[config.mk]
export PLATFORM = sky130hd
export DESIGN_NAME = tx_fifo_packing_and_status
export DESIGN_NICKNAME = d
export VERILOG_FILES = /design/src/verilog/tx_pkg.sv /design/src/verilog/fifo_if.sv /design/src/verilog/tx_fifo_packing_and_status.sv /design/src/verilog/sync_fifo.sv /design/src/verilog/tx_status_word.sv
export VERILOG_INCLUDE_DIRS = /design/src /design/src/verilog
export SDC_FILE = /design/constraint.sdc
export NUM_CORES = 2
export LEC_CHECK = 0
export BUFFER_PORTS_ARGS = -buffer_cell sky130_fd_sc_hd__buf_4
export CAP_MARGIN = 5
export CORE_MARGIN = 1.5
export CORE_UTILIZATION = 50
export CTS_BUF_LIST = sky130_fd_sc_hd__clkbuf_8 sky130_fd_sc_hd__clkbuf_16
export DETAILED_ROUTE_END_ITERATION = 12
export PLACE_DENSITY_LB_ADDON = 0.1
export SLEW_MARGIN = 20
export SYNTH_ARGS = -nofsm -noshare
export SYNTH_HDL_FRONTEND = slang
export SYNTH_HIERARCHICAL = 1
export SYNTH_SLANG_ARGS = --single-unit
[constraint.sdc]
create_clock -name pclk -period 7.25 [get_ports pclk]
set_clock_uncertainty 0.05 [all_clocks]
set_input_delay 0 -clock pclk [delete_from_list [all_inputs] [get_ports pclk]]
set_output_delay 0 -clock pclk [all_outputs]
set_load 0.05 [all_outputs]
[src/verilog/tx_cfg.svh]
`ifndef TX_CFG_SVH
`define TX_CFG_SVH

// register byte offsets
`define OFF_DATA 8'h00
`define OFF_STATUS 8'h04
`define OFF_CFG 8'h08
`define OFF_INFO 8'h0C
`define OFF_ERR 8'h10
`define OFF_SPACE 8'h14

// config, error and info fields
`define CFG_DISCARD 0
`define CFG_DEFER 1
`define CFG_RESET 2'h0
`define ERR_TXE 0
`define INFO_DCNT_LO 8
`define INFO_SUSP 28
`define INFO_OVR 29

// first command word fields
`define A_FS 13
`define A_LS 12
`define A_SIZE_HI 10
`define A_OFF_HI 20
`define A_OFF_LO 16
`define A_ALIGN_HI 25
`define A_ALIGN_LO 24

// second command word fields
`define B_TAG_HI 31
`define B_TAG_LO 16

// status word fields
`define ST_TAG_HI 31
`define ST_TAG_LO 16
`define ST_ES 15
`define ST_LOC 11
`define ST_NOC 10
`define ST_LATE 9
`define ST_EXC 8
`define ST_CC_HI 6
`define ST_CC_LO 3
`define ST_EDEF 2
`define ST_DEF 0

// bytes charged per kept dword in the mac-side store
`define DW_BYTES 12'h004

`endif

[src/verilog/tx_pkg.sv]
package tx_pkg;

    typedef enum logic [1:0] {
        WAIT_A = 2'b00,
        WAIT_B = 2'b01,
        DATA_W = 2'b11
    } parse_t;

    typedef enum logic [1:0] {
        K_DATA = 2'b00,
        K_CMDA = 2'b01,
        K_CMDB = 2'b10,
        K_LAST = 2'b11
    } kind_t;

    typedef struct packed {
        logic lost_carrier;
        logic no_carrier;
        logic late_col;
        logic excess_col;
        logic [3:0] col_count;
        logic excess_defer;
        logic deferred;
    } tx_result_t;

endpackage

[src/verilog/fifo_if.sv]
interface fifo_if #(
    parameter int W = 32,
    parameter int AW = 4
);
    logic push;
    logic pop;
    logic full;
    logic empty;
    logic [W-1:0] wdata;
    logic [W-1:0] rdata;
    logic [AW:0] count;

    modport mem(input push, pop, wdata, output full, empty, rdata, count);
    modport user(output push, pop, wdata, input full, empty, rdata, count);
endinterface

[src/verilog/tx_fifo_packing_and_status.sv]
`include "tx_cfg.svh"
module tx_fifo_packing_and_status import tx_pkg::*; #(
    parameter int DAW = 6,  // log2 of data fifo depth
    parameter int SAW = 3   // log2 of status fifo depth
) (
    input logic pclk,                    // system clock
    input logic presetn,                 // async reset, active low
    input logic [7:0] paddr,             // apb byte address
    input logic psel,                    // apb select
    input logic penable,                 // apb access phase
    input logic pwrite,                  // apb direction
    input logic [31:0] pwdata,           // apb write data
    output logic [31:0] prdata,          // apb read data
    output logic pready,                 // apb ready
    output logic pslverr,                // apb error, unmapped address
    input logic mac_ready,               // mac takes the data word
    output logic mac_valid,              // data word on offer
    output logic [31:0] mac_data,        // payload dword
    output logic mac_last,               // last dword of the packet
    input logic mac_tx_done,             // packet finished, one-cycle pulse
    input tx_result_t mac_result,        // outcome valid with mac_tx_done
    output logic tx_suspended,           // next packet held for status room
    output logic transmitter_error_flag  // sticky error, write one to clear
);
    fifo_if #(.W(34), .AW(DAW)) dif();
    fifo_if #(.W(32), .AW(SAW)) sif();

    sync_fifo #(.W(34), .AW(DAW)) u_data_fifo (
        .pclk(pclk),
        .presetn(presetn),
        .f(dif.mem)
    );

    sync_fifo #(.W(32), .AW(SAW)) u_status_fifo (
        .pclk(pclk),
        .presetn(presetn),
        .f(sif.mem)
    );

    logic acc_done;
    logic wr_done;
    logic rd_done;
    logic hit;
    logic [31:0] rd_val;
    logic [31:0] info;
    logic [1:0] cfg;
    logic discard;
    logic half;
    logic [15:0] lo_half;
    logic word_v;
    logic [31:0] word;
    parse_t pst;
    logic last_seg;
    logic [10:0] idx;
    logic [2:0] first_dw;
    logic [9:0] keep;
    logic [10:0] total;
    logic [4:0] off;
    logic [10:0] size;
    logic [1:0] al;
    logic [11:0] span;
    logic [9:0] keep_c;
    logic [12:0] endb;
    logic [12:0] mask;
    logic [12:0] rounded;
    logic [10:0] total_c;
    logic [10:0] keep_lo;
    logic [10:0] keep_hi;
    logic in_keep;
    kind_t dkind;
    logic want_push;
    logic data_ovf;
    kind_t hkind;
    logic is_cmd;
    logic stall;
    logic load_out;
    logic [15:0] pkt_tag;
    logic [11:0] space;
    logic [31:0] sword;
    logic ovr;
    logic txe_set;
    logic [SAW:0] used;
    logic st_live;

    // one wait state: pready rises in the second access cycle
    assign acc_done = psel && penable && pready;
    assign wr_done = acc_done && pwrite;
    assign rd_done = acc_done && !pwrite;
    assign discard = cfg[`CFG_DISCARD];

    always_ff @(posedge pclk or negedge presetn) begin
        if (!presetn) begin
            pready <= 1'b0;
        end else begin
            pready <= psel && penable && !pready;
        end
    end

    always_comb begin
        unique case (paddr)
            `OFF_DATA, `OFF_STATUS, `OFF_CFG, `OFF_INFO, `OFF_ERR, `OFF_SPACE: hit = 1'b1;
            default: hit = 1'b0;
        endcase
    end

    always_comb begin
        info = '0;
        info[SAW:0] = used;
        info[`INFO_DCNT_LO +: DAW+1] = dif.count;
        info[`INFO_SUSP] = tx_suspended;
        info[`INFO_OVR] = ovr;
    end

    always_comb begin
        unique case (paddr)
            `OFF_STATUS: rd_val = sif.empty ? 32'h00000000 : sif.rdata;
            `OFF_CFG: rd_val = {30'h0, cfg};
            `OFF_INFO: rd_val = info;
            `OFF_ERR: rd_val = {31'h0, transmitter_error_flag};
            `OFF_SPACE: rd_val = {20'h00000, space};
            default: rd_val = 32'h00000000;
        endcase
    end

    // data is captured while pready is low so it stands for the ready cycle
    always_ff @(posedge pclk or negedge presetn) begin
        if (!presetn) begin
            prdata <= 32'h00000000;
            pslverr <= 1'b0;
            st_live <= 1'b0;
        end else if (psel && penable && !pready) begin
            prdata <= pwrite ? 32'h00000000 : rd_val;
            pslverr <= !hit;
            // pop only what was handed out; a push in the wait cycle must not be lost
            st_live <= !pwrite && paddr == `OFF_STATUS && !sif.empty;
        end
    end

    always_ff @(posedge pclk or negedge presetn) begin
        if (!presetn) begin
            cfg <= `CFG_RESET;
        end else if (wr_done && paddr == `OFF_CFG) begin
            cfg <= pwdata[1:0];
        end
    end

    // host halves: low half is held, high half completes the word
    always_ff @(posedge pclk or negedge presetn) begin
        if (!presetn) begin
            half <= 1'b0;
            lo_half <= 16'h0000;
        end else if (wr_done && paddr == `OFF_DATA) begin
            half <= !half;
            if (!half) begin
                lo_half <= pwdata[15:0];
            end
        end
    end

    assign word_v = wr_done && paddr == `OFF_DATA && half;
    assign word = {pwdata[15:0], lo_half};

    // buffer geometry from the first command word
    assign off = word[`A_OFF_HI:`A_OFF_LO];
    assign size = word[`A_SIZE_HI:0];
    assign al = word[`A_ALIGN_HI:`A_ALIGN_LO];
    assign span = 12'(off[1:0]) + 12'(size);
    assign keep_c = 10'((span + 12'h003) >> 2);
    assign endb = 13'(off) + 13'(size);
    assign mask = (al == 2'h0) ? 13'h0003 : (al == 2'h1) ? 13'h000F : 13'h001F;
    assign rounded = (endb + mask) & ~mask;
    assign total_c = 11'(rounded >> 2);

    always_ff @(posedge pclk or negedge presetn) begin
        if (!presetn) begin
            pst <= WAIT_A;
            last_seg <= 1'b0;
            idx <= 11'h000;
            first_dw <= 3'h0;
            keep <= 10'h000;
            total <= 11'h000;
        end else if (word_v) begin
            unique case (pst)
                WAIT_A: begin
                    last_seg <= word[`A_LS];
                    first_dw <= off[4:2];
                    keep <= keep_c;
                    total <= total_c;
                    idx <= 11'h000;
                    pst <= word[`A_FS] ? WAIT_B : DATA_W;
                end
                WAIT_B: begin
                    pst <= DATA_W;
                end
                DATA_W: begin
                    idx <= idx + 11'h001;
                    if (idx == total - 11'h001) begin
                        pst <= WAIT_A;
                    end
                end
            endcase
        end
    end

    // only dwords that hold payload bytes are kept
    assign keep_lo = {8'h00, first_dw};
    assign keep_hi = keep_lo + {1'b0, keep};
    assign in_keep = idx >= keep_lo && idx < keep_hi;

    always_comb begin
        unique case (pst)
            WAIT_A: dkind = K_CMDA;
            WAIT_B: dkind = K_CMDB;
            DATA_W: dkind = (last_seg && idx == keep_hi - 11'h001) ? K_LAST : K_DATA;
            default: dkind = K_DATA;
        endcase
    end

    assign want_push = word_v && (pst != DATA_W || in_keep);
    assign dif.push = want_push && !dif.full;
    assign dif.wdata = {dkind, word};
    // a host overrun drops the word and is reported, it never stalls the bus
    assign data_ovf = want_push && dif.full;

    // drain toward the mac; commands leave the fifo but never the block
    assign hkind = kind_t'(dif.rdata[33:32]);
    assign is_cmd = hkind == K_CMDA || hkind == K_CMDB;
    assign stall = !dif.empty && hkind == K_CMDA && dif.rdata[`A_FS] && sif.full && !discard;
    assign dif.pop = !dif.empty && !stall && (is_cmd || !mac_valid || mac_ready);
    assign load_out = dif.pop && !is_cmd;

    always_ff @(posedge pclk or negedge presetn) begin
        if (!presetn) begin
            mac_valid <= 1'b0;
            mac_data <= 32'h00000000;
            mac_last <= 1'b0;
        end else if (load_out) begin
            mac_valid <= 1'b1;
            mac_data <= dif.rdata[31:0];
            mac_last <= hkind == K_LAST;
        end else if (mac_ready) begin
            mac_valid <= 1'b0;
        end
    end

    always_ff @(posedge pclk or negedge presetn) begin
        if (!presetn) begin
            pkt_tag <= 16'h0000;
        end else if (dif.pop && hkind == K_CMDB) begin
            pkt_tag <= dif.rdata[`B_TAG_HI:`B_TAG_LO];
        end
    end

    always_ff @(posedge pclk or negedge presetn) begin
        if (!presetn) begin
            space <= 12'h000;
        end else if (dif.pop && hkind == K_CMDA && dif.rdata[`A_FS]) begin
            space <= 12'h000;
        end else if (load_out) begin
            space <= space + `DW_BYTES;
        end
    end

    always_ff @(posedge pclk or negedge presetn) begin
        if (!presetn) begin
            tx_suspended <= 1'b0;
        end else begin
            tx_suspended <= stall;
        end
    end

    tx_status_word u_status_word (
        .res(mac_result),
        .tag(pkt_tag),
        .defer_check(cfg[`CFG_DEFER]),
        .word(sword)
    );

    assign sif.push = mac_tx_done && !sif.full && !ovr;
    assign sif.wdata = sword;
    assign sif.pop = rd_done && paddr == `OFF_STATUS && st_live && !sif.empty;
    assign used = ovr ? '0 : sif.count;

    // overrun ends with the next status read; a new overrun in that cycle wins
    always_ff @(posedge pclk or negedge presetn) begin
        if (!presetn) begin
            ovr <= 1'b0;
        end else if (mac_tx_done && sif.full && discard) begin
            ovr <= 1'b1;
        end else if (sif.pop) begin
            ovr <= 1'b0;
        end
    end

    assign txe_set = data_ovf || (mac_tx_done && sif.full && !discard);

    always_ff @(posedge pclk or negedge presetn) begin
        if (!presetn) begin
            transmitter_error_flag <= 1'b0;
        end else if (txe_set) begin
            transmitter_error_flag <= 1'b1;
        end else if (wr_done && paddr == `OFF_ERR && pwdata[`ERR_TXE]) begin
            transmitter_error_flag <= 1'b0;
        end
    end
endmodule

[src/verilog/sync_fifo.sv]
module sync_fifo #(
    parameter int W = 32,
    parameter int AW = 4
) (
    input logic pclk,     // system clock
    input logic presetn,  // async reset, active low
    fifo_if.mem f         // push/pop side
);
    logic [W-1:0] mem [2**AW];
    logic [AW-1:0] wp;
    logic [AW-1:0] rp;
    logic [AW:0] cnt;

    // first word falls through, so the head is readable without a pop
    assign f.rdata = mem[rp];
    assign f.count = cnt;
    assign f.empty = (cnt == '0);
    assign f.full = (cnt == (AW+1)'(2**AW));

    always_ff @(posedge pclk) begin
        if (f.push && !f.full) begin
            mem[wp] <= f.wdata;
        end
    end

    always_ff @(posedge pclk or negedge presetn) begin
        if (!presetn) begin
            wp <= '0;
            rp <= '0;
            cnt <= '0;
        end else begin
            if (f.push && !f.full) begin
                wp <= wp + AW'(1);
            end
            if (f.pop && !f.empty) begin
                rp <= rp + AW'(1);
            end
            cnt <= cnt + (AW+1)'(f.push && !f.full) - (AW+1)'(f.pop && !f.empty);
        end
    end
endmodule

[src/verilog/tx_status_word.sv]
`include "tx_cfg.svh"
module tx_status_word import tx_pkg::*; (
    input tx_result_t res,     // outcome of the finished packet
    input logic [15:0] tag,    // tag from the packet's second command
    input logic defer_check,   // deferral checking enabled
    output logic [31:0] word   // packed status word
);
    always_comb begin
        word = '0;
        word[`ST_TAG_HI:`ST_TAG_LO] = tag;
        word[`ST_LOC] = res.lost_carrier;
        word[`ST_NOC] = res.no_carrier;
        word[`ST_LATE] = res.late_col;
        word[`ST_EXC] = res.excess_col;
        word[`ST_CC_HI:`ST_CC_LO] = res.col_count;
        word[`ST_EDEF] = res.excess_defer && defer_check;
        word[`ST_DEF] = res.deferred;
        // reserved bits stay at the zero given above
        word[`ST_ES] = |{word[11:8], word[2:1]};
    end
endmodule

== Word level (Yosys, flattened, before mapping) ==
Memory sizes are Yosys's and may differ from the RTL's.
Index checks and enable logic that the tools add are counted.
Operators by class
  $add $sub $neg: 17
  multipliers: 0
  div/mod/pow operators: 0
  $lt $le $gt $ge: 2
  eq/ne operators: 17
  shift-type cells: 0
  mux-type cells: 25
  bitwise logic cells: 3
  reductions and logical operators: 74
Operators by type and width (number)
  $pmux 32 s5: 1
  $mux 32: 2
  $logic_and 1x1->1: 40
  $mux 12: 2
  $eq 11x11->1: 2
  $pmux 11 s2: 1
  $sub 11x1->11 const B: 2
  $eq 8x4->1 const B: 2
  $eq 8x5->1 const B: 2
  $add 12x5->13: 1
  $and 13x13->13: 1
  $logic_not 1->1: 13
  $not 5->13: 1
  $add 12x2->12 const B: 1
  $add 12x3->12 const B: 1
  $add 2x11->12: 1
  $add 5x11->12: 1
  $add 6x1->6 const B: 2
  $pmux 2 s3: 2
  $add 11x1->11 const B: 1
  $add 3x10->11: 1
  $ge 11x3->1: 1
  $lt 11x11->1: 1
  $mux 1: 11
  24 further kinds: 45
Storage, ports and cells
  flip-flop bits (word level): 186
  latch bits: 0
  RAM bits: 2392
  memory bits (read-only): 0
  word-level logic and storage cells: 167
  memories kept: 2
Memories
  u_data_fifo.mem: depth 64, bits a word 34, read ports 1, clocked after memory_dff 0, write ports 1, RTL line sync_fifo.sv:9  | logic [W-1:0] mem [2**AW];
  u_status_fifo.mem: depth 8, bits a word 27, read ports 1, clocked after memory_dff 0, write ports 1, RTL line sync_fifo.sv:9

== Longest topological paths before layout ==
  depth in word-level cells: 12
  mapped depth: 28
  mapped depth without buffers: 25

== By module ==
Netlist, hierarchy kept.
Modules (own cells, without submodules)
  sync_fifo (u_data_fifo): times used 1, cells each 3880, area an instance 83999.3 um^2
  sync_fifo (u_status_fifo): times used 1, cells each 427, area an instance 10317.4 um^2
  tx_fifo_packing_and_status: times used 1, cells each 854, area an instance 8197.9 um^2
  tx_status_word: times used 1, cells each 34, area an instance 254.0 um^2

== Worst setup path before layout ==
Ideal clock, no wire load.
  path type: reg2reg
  from: register first_dw[0]
  to: memory u_data_fifo.mem[62][0], enable pin
  library setup time: 425 ps
  data arrival time: 5025 ps
  data required time: 6775 ps
  slack: 1749 ps
  stages on the path, launching flop included: 17
  path buffers: 1
  period minus slack after synthesis: 5501 ps
  cell sequence: dfrtp_1 -> ha_1 -> fa_1 -> a21oi_2 -> nor2_1 -> xnor2_1 -> ha_1 -> a21o_1 -> a21o_1 -> o31ai_1 -> a21oi_1 -> nor3b_1 -> nor2b_1 -> clkbuf_1 -> nor2b_1 -> nand3_1 -> nor2_1
On the way
  cells in the longest elaborated chain, start to end: 9
RTL lines
  from (decl): RTL line tx_fifo_packing_and_status.sv:55  | logic [2:0] first_dw;
  from (signal assigned): RTL line tx_fifo_packing_and_status.sv:186  | first_dw <= off[4:2];
  $add 3x10->11: RTL line tx_fifo_packing_and_status.sv:207  | assign keep_hi = keep_lo + {1'b0, keep};
  $lt 11x11->1: RTL line tx_fifo_packing_and_status.sv:208  | assign in_keep = idx >= keep_lo && idx < keep_hi;
  $logic_and 1x1->1 (*): RTL line tx_fifo_packing_and_status.sv:208
  $logic_or 1x1->1 (*): RTL line tx_fifo_packing_and_status.sv:219  | assign want_push = word_v && (pst != DATA_W || in_keep);
  $logic_and 1x1->1 (*): RTL line tx_fifo_packing_and_status.sv:219
  $logic_and 1x1->1 (*): RTL line tx_fifo_packing_and_status.sv:220  | assign dif.push = want_push && !dif.full;
  named net dif.push: RTL line fifo_if.sv:5  | logic push;
  $logic_and 1x1->1 (*): RTL line sync_fifo.sv:21  | if (f.push && !f.full) begin
  $mux 1 (*): RTL line sync_fifo.sv:21
  $mux 1 (implied by the code) (*): RTL line sync_fifo.sv:22  | mem[wp] <= f.wdata;
  to (decl): RTL line sync_fifo.sv:9
Mark *: on every way through the listed nets, which the timed path passes. The rest lies on a longest branch.

== Worst setup path after layout ==
  from: register u_data_fifo.rp[2]
  to: register u_data_fifo.cnt[6] (netlist: u_data_fifo/f.count[6])
On the way
  cells in the longest elaborated chain, start to end: 11
RTL lines
  from (decl): RTL line sync_fifo.sv:11  | logic [AW-1:0] rp;
  from (signal assigned): RTL line sync_fifo.sv:36  | rp <= rp + AW'(1);
  $mem_v2 64x34
  named net dif.rdata[33]: RTL line fifo_if.sv:10  | logic [W-1:0] rdata;
  $eq 2x1->1: RTL line tx_fifo_packing_and_status.sv:228  | assign stall = !dif.empty && hkind == K_CMDA && dif.rdata[`A_FS] && sif.full && !discard;
  $logic_and 1x1->1 (4 in series): RTL line tx_fifo_packing_and_status.sv:228
  named net stall: RTL line tx_fifo_packing_and_status.sv:75  | logic stall;
  $logic_not 1->1: RTL line tx_fifo_packing_and_status.sv:229  | assign dif.pop = !dif.empty && !stall && (is_cmd || !mac_valid || mac_ready);
  $logic_and 1x1->1 (2 in series): RTL line tx_fifo_packing_and_status.sv:229
  named net dif.pop: RTL line fifo_if.sv:6  | logic pop;
  $logic_and 1x1->1: RTL line sync_fifo.sv:38  | cnt <= cnt + (AW+1)'(f.push && !f.full) - (AW+1)'(f.pop && !f.empty);
  $sub 7x1->7: RTL line sync_fifo.sv:38
  to (signal assigned): RTL line sync_fifo.sv:38
  to (decl): RTL line sync_fifo.sv:12  | logic [AW:0] cnt;
The timed path passes the listed nets, and every way through them passes these cells.
A chain may end at the register's enable or synchronous reset.

==> flow_summary.json <==
{
  "maxCapViolCount": 0,
  "cp_num_buf_inv": 4,
  "cts.sinks": 2615,
  "outcome": "finished clean",
  "first_pass_iters": 6,
  "die_y_um": 456,
  "core_area_um2": 204000,
  "p_per_area_nw_per_um2": 353,
  "synth_cells": 5195,
  "synthArstFlopShare_pct": 7.00,
  "yosys.cell_types.count": 81,
  "vias": 53500,
  "fp.dieArea_um2": 208000,
  "nets": 5700,
  "h-tree-depth": 5,
  "cts_tree": "yes",
  "post-route-drc-count": 0,
  "viasPerCell": 6.32,
  "slowest_stage": "nor2b_1",
  "tightest_slew_ns": 1.22,
  "final_common_cell": "edfxtp_1",
  "grt_pass1_vias": 53000,
  "io_pins": 127,
  "ant_nets": 0,
  "syn_area_per_cell_um2": 19.8,
  "drv_slew": 0,
  "initial_core_util_pct": 50.3,
  "layout_setup_ws_ns": 0.955,
  "totalPowerFinal_mw": 41.3,
  "drive_gt1_share_pct": 24.2,
  "finalHoldViolCount": 0,
  "numCtsBuffers": 288,
  "cp.arrival_ns": 7.05,
  "slew_headroom_pct": 18.5,
  "path_max_fanout": 21,
  "mostFrequentLayoutCells": "2432 x edfxtp_1, 464 x mux4_2, 315 x buf_4",
  "grt_overflow": 0,
  "hpwl_um": 167000,
  "clk_path_buf_depth": 4,
  "synth_warnings": 6,
  "ir_drop_mv": 0.314,
  "startpoint_type": "register",
  "clk_latency_ns": 0.94,
  "rsz0062_at_grt": "no",
  "drtIter0Drc": 6718,
  "highest_layer": "met5",
  "min_period_over_period_pct": 86.8,
  "yosysSeqAreaShare_pct": 75.5,
  "postLayoutCoreUtil_pct": 57.4,
  "finalWeightedCongestion": 0.814,
  "wire_per_inst_um": 33.7,
  "fp-row-count": 166,
  "pre_cts_ws_ns": 1.09,
  "critPathCaptureType": "register",
  "clkTransAtPathRegs_ns": 0.06,
  "setup_viol": 0,
  "grt_pass1_wl_um": 404000,
  "finalSetupTns_ns": 0,
  "grt_max_degree": 99,
  "clock-root-buffer": "clkbuf_16",
  "period_minus_slack_ns": 6.30,
  "worstSetupPathType": "register to register",
  "met3_length_um": 23900,
  "ctsResizeCount": 0,
  "areaGrowthSynthToFinish_pct": 14.1,
  "dr_wl_met2_um": 140000,
  "synth_edf_count": 2432,
  "hold_class": "primary input to register",
  "p_leak_nw": 40.3,
  "grt_usage_pct": 27.5,
  "wl_um": 286000,
  "slowest_delay_ns": 0.92,
  "drt-met1-wl_um": 115000,
  "crit_family": "compound AO/OA/AOI/OAI gates",
  "syn-cell-area_um2": 103000,
  "crit_chain": "buf_4 -> mux4_2 -> and2_1 -> a211oi_1 -> a21oi_1 -> a32o_1 -> inv_1 -> ha_1 -> nand2_1 -> nor4b_1 -> a311oi_2 -> nor2b_1 -> ha_1 -> inv_1 -> ha_1 -> inv_1 -> fa_1 -> nand2b_1 -> a21oi_1 -> o21ai_0 -> a21oi_1 -> nor2_1 -> xnor2_1",
  "io_buffers": 110,
  "critical_path_required_ns": 8.01,
  "die_x_um": 456,
  "grt_antenna_before_repair": 8,
  "synthFlopType": "edfxtp_1",
  "synth_seq_cells": 2615,
  "fmax_mhz": 159
}
[cells in the mapped netlist (all sizes together) (6+ instances only)]
master,count,area share (%)
nor4,14,0.097
mux2i,259,2.5
mux4,489,11
fa,8,0.16
nand2,311,1.1
a31oi,9,0.055
a221oi,26,0.22
clkbuf,130,0.47
nand2b,13,0.079
nand3b,6,0.044
xor2,19,0.16
or3,7,0.043
mux2,77,0.84
o22ai,50,0.30
a211oi,59,0.44
a32o,22,0.21
nor2b,22,0.13
nand3,50,0.25
o31ai,9,0.066
buf,178,1.3
a222oi,9,0.088
nor3,16,0.083
a22o,25,0.21
dfrtp,183,4.5
nor2,149,0.54
nand4,15,0.091
edfxtp,2432,71
o21ai,101,0.49
a21oi,107,0.52
o221ai,51,0.43
a22oi,91,0.66
xnor2,55,0.48
inv,66,0.24
a21o,8,0.058
and3,15,0.10
ha,53,0.65
and2,8,0.049
[cell families after synthesis]
| logic type | after synthesis | share of synthesized area, % |
|---|---|---|
| AOI/OAI and AO/OA | 594 | 4.02 |
| xor gates and xnor gates | 74 | 0.645 |
| adders and majority gates | 61 | 0.801 |
| buffers and inverters | 375 | 1.99 |
| DFF | 2615 | 75.5 |
| muxes | 825 | 14.2 |
| other | 1 | 0.00365 |
| and+or+nand+nor | 650 | 2.85 |
[routing by layer]
layer | vias up | track usage, %
met4 | 2 | 6.40
met3 | 379 | 5.49
met1 | 28900 | 38.4
met2 | 2236 | 44.9
met5 | - | 0
li1 | 22000 | -
[power by group]
part,leakage [nW],switching (mW),internal (mW)
logic,10.1,6.86,3.50
clock network,4.62,5.70,8.10
registers,25.6,0.449,16.7
[path summary, 6_finish.rpt]
kind | startpoint | end | slack, ns | cells past startpoint
max reg2reg | u_data_fifo/rp[2] | u_data_fifo/f.count[6] | 0.95 | 23
max in group asynchronous | presetn | lo_half[15] | 6.38 | 4
max | u_data_fifo/rp[2] | u_data_fifo/f.count[6] | 0.95 | 23
min reg2reg | mac_data[29] | mac_data[29] | 0.43 | 2
min | pwdata[1] | u_data_fifo/mem[2][17] | 0.05 | 2
min in group asynchronous | presetn | prdata[4] | 0.16 | 4
[what timing repair did]
| item | in CTS | in global routing |
|---|---|---|
| endpoints found under the hold margin | 1344 | 0 |
| hold buffers | 67 | 0 |
| setup buffers | 0 | 0 |
[flip-flops by register name, summed over array words and instances (netlist names), 6 cells and up]
register             count
mac_data                32
pkt_tag                 16
u_status_fifo/mem      256
u_data_fifo/f.count      7
lo_half                 16
u_data_fifo/rp           6
prdata                  32
space                   10
u_data_fifo/wp           6
keep                    10
total                   10
u_data_fifo/mem       2176
idx                     11
[stage by stage]
stage                     std cells  cell area [um2]  hold WS, ns
final                          8475           117000       0.0504
after global routing           8473           117000       0.0473
after CTS                      8470           117000      0.00498
after detailed placement       7912           108000       0.0713
after global placement         7910           108000       0.0682
after floorplan                5199           103000       -0.346
[cell type report]
cell class	count	area, um2
Fill cell	15400	87100
Sequential cell	2615	77700
Multi-Input combinational cell	2209	23800
Clock buffer	308	7530
Timing Repair Buffer	401	3410
Tap cell	2688	3360
Clock inverter	183	1300
Inverter	67	251
Antenna cell	4	10.0
Note: power is estimated with default switching activity, not from simulation.
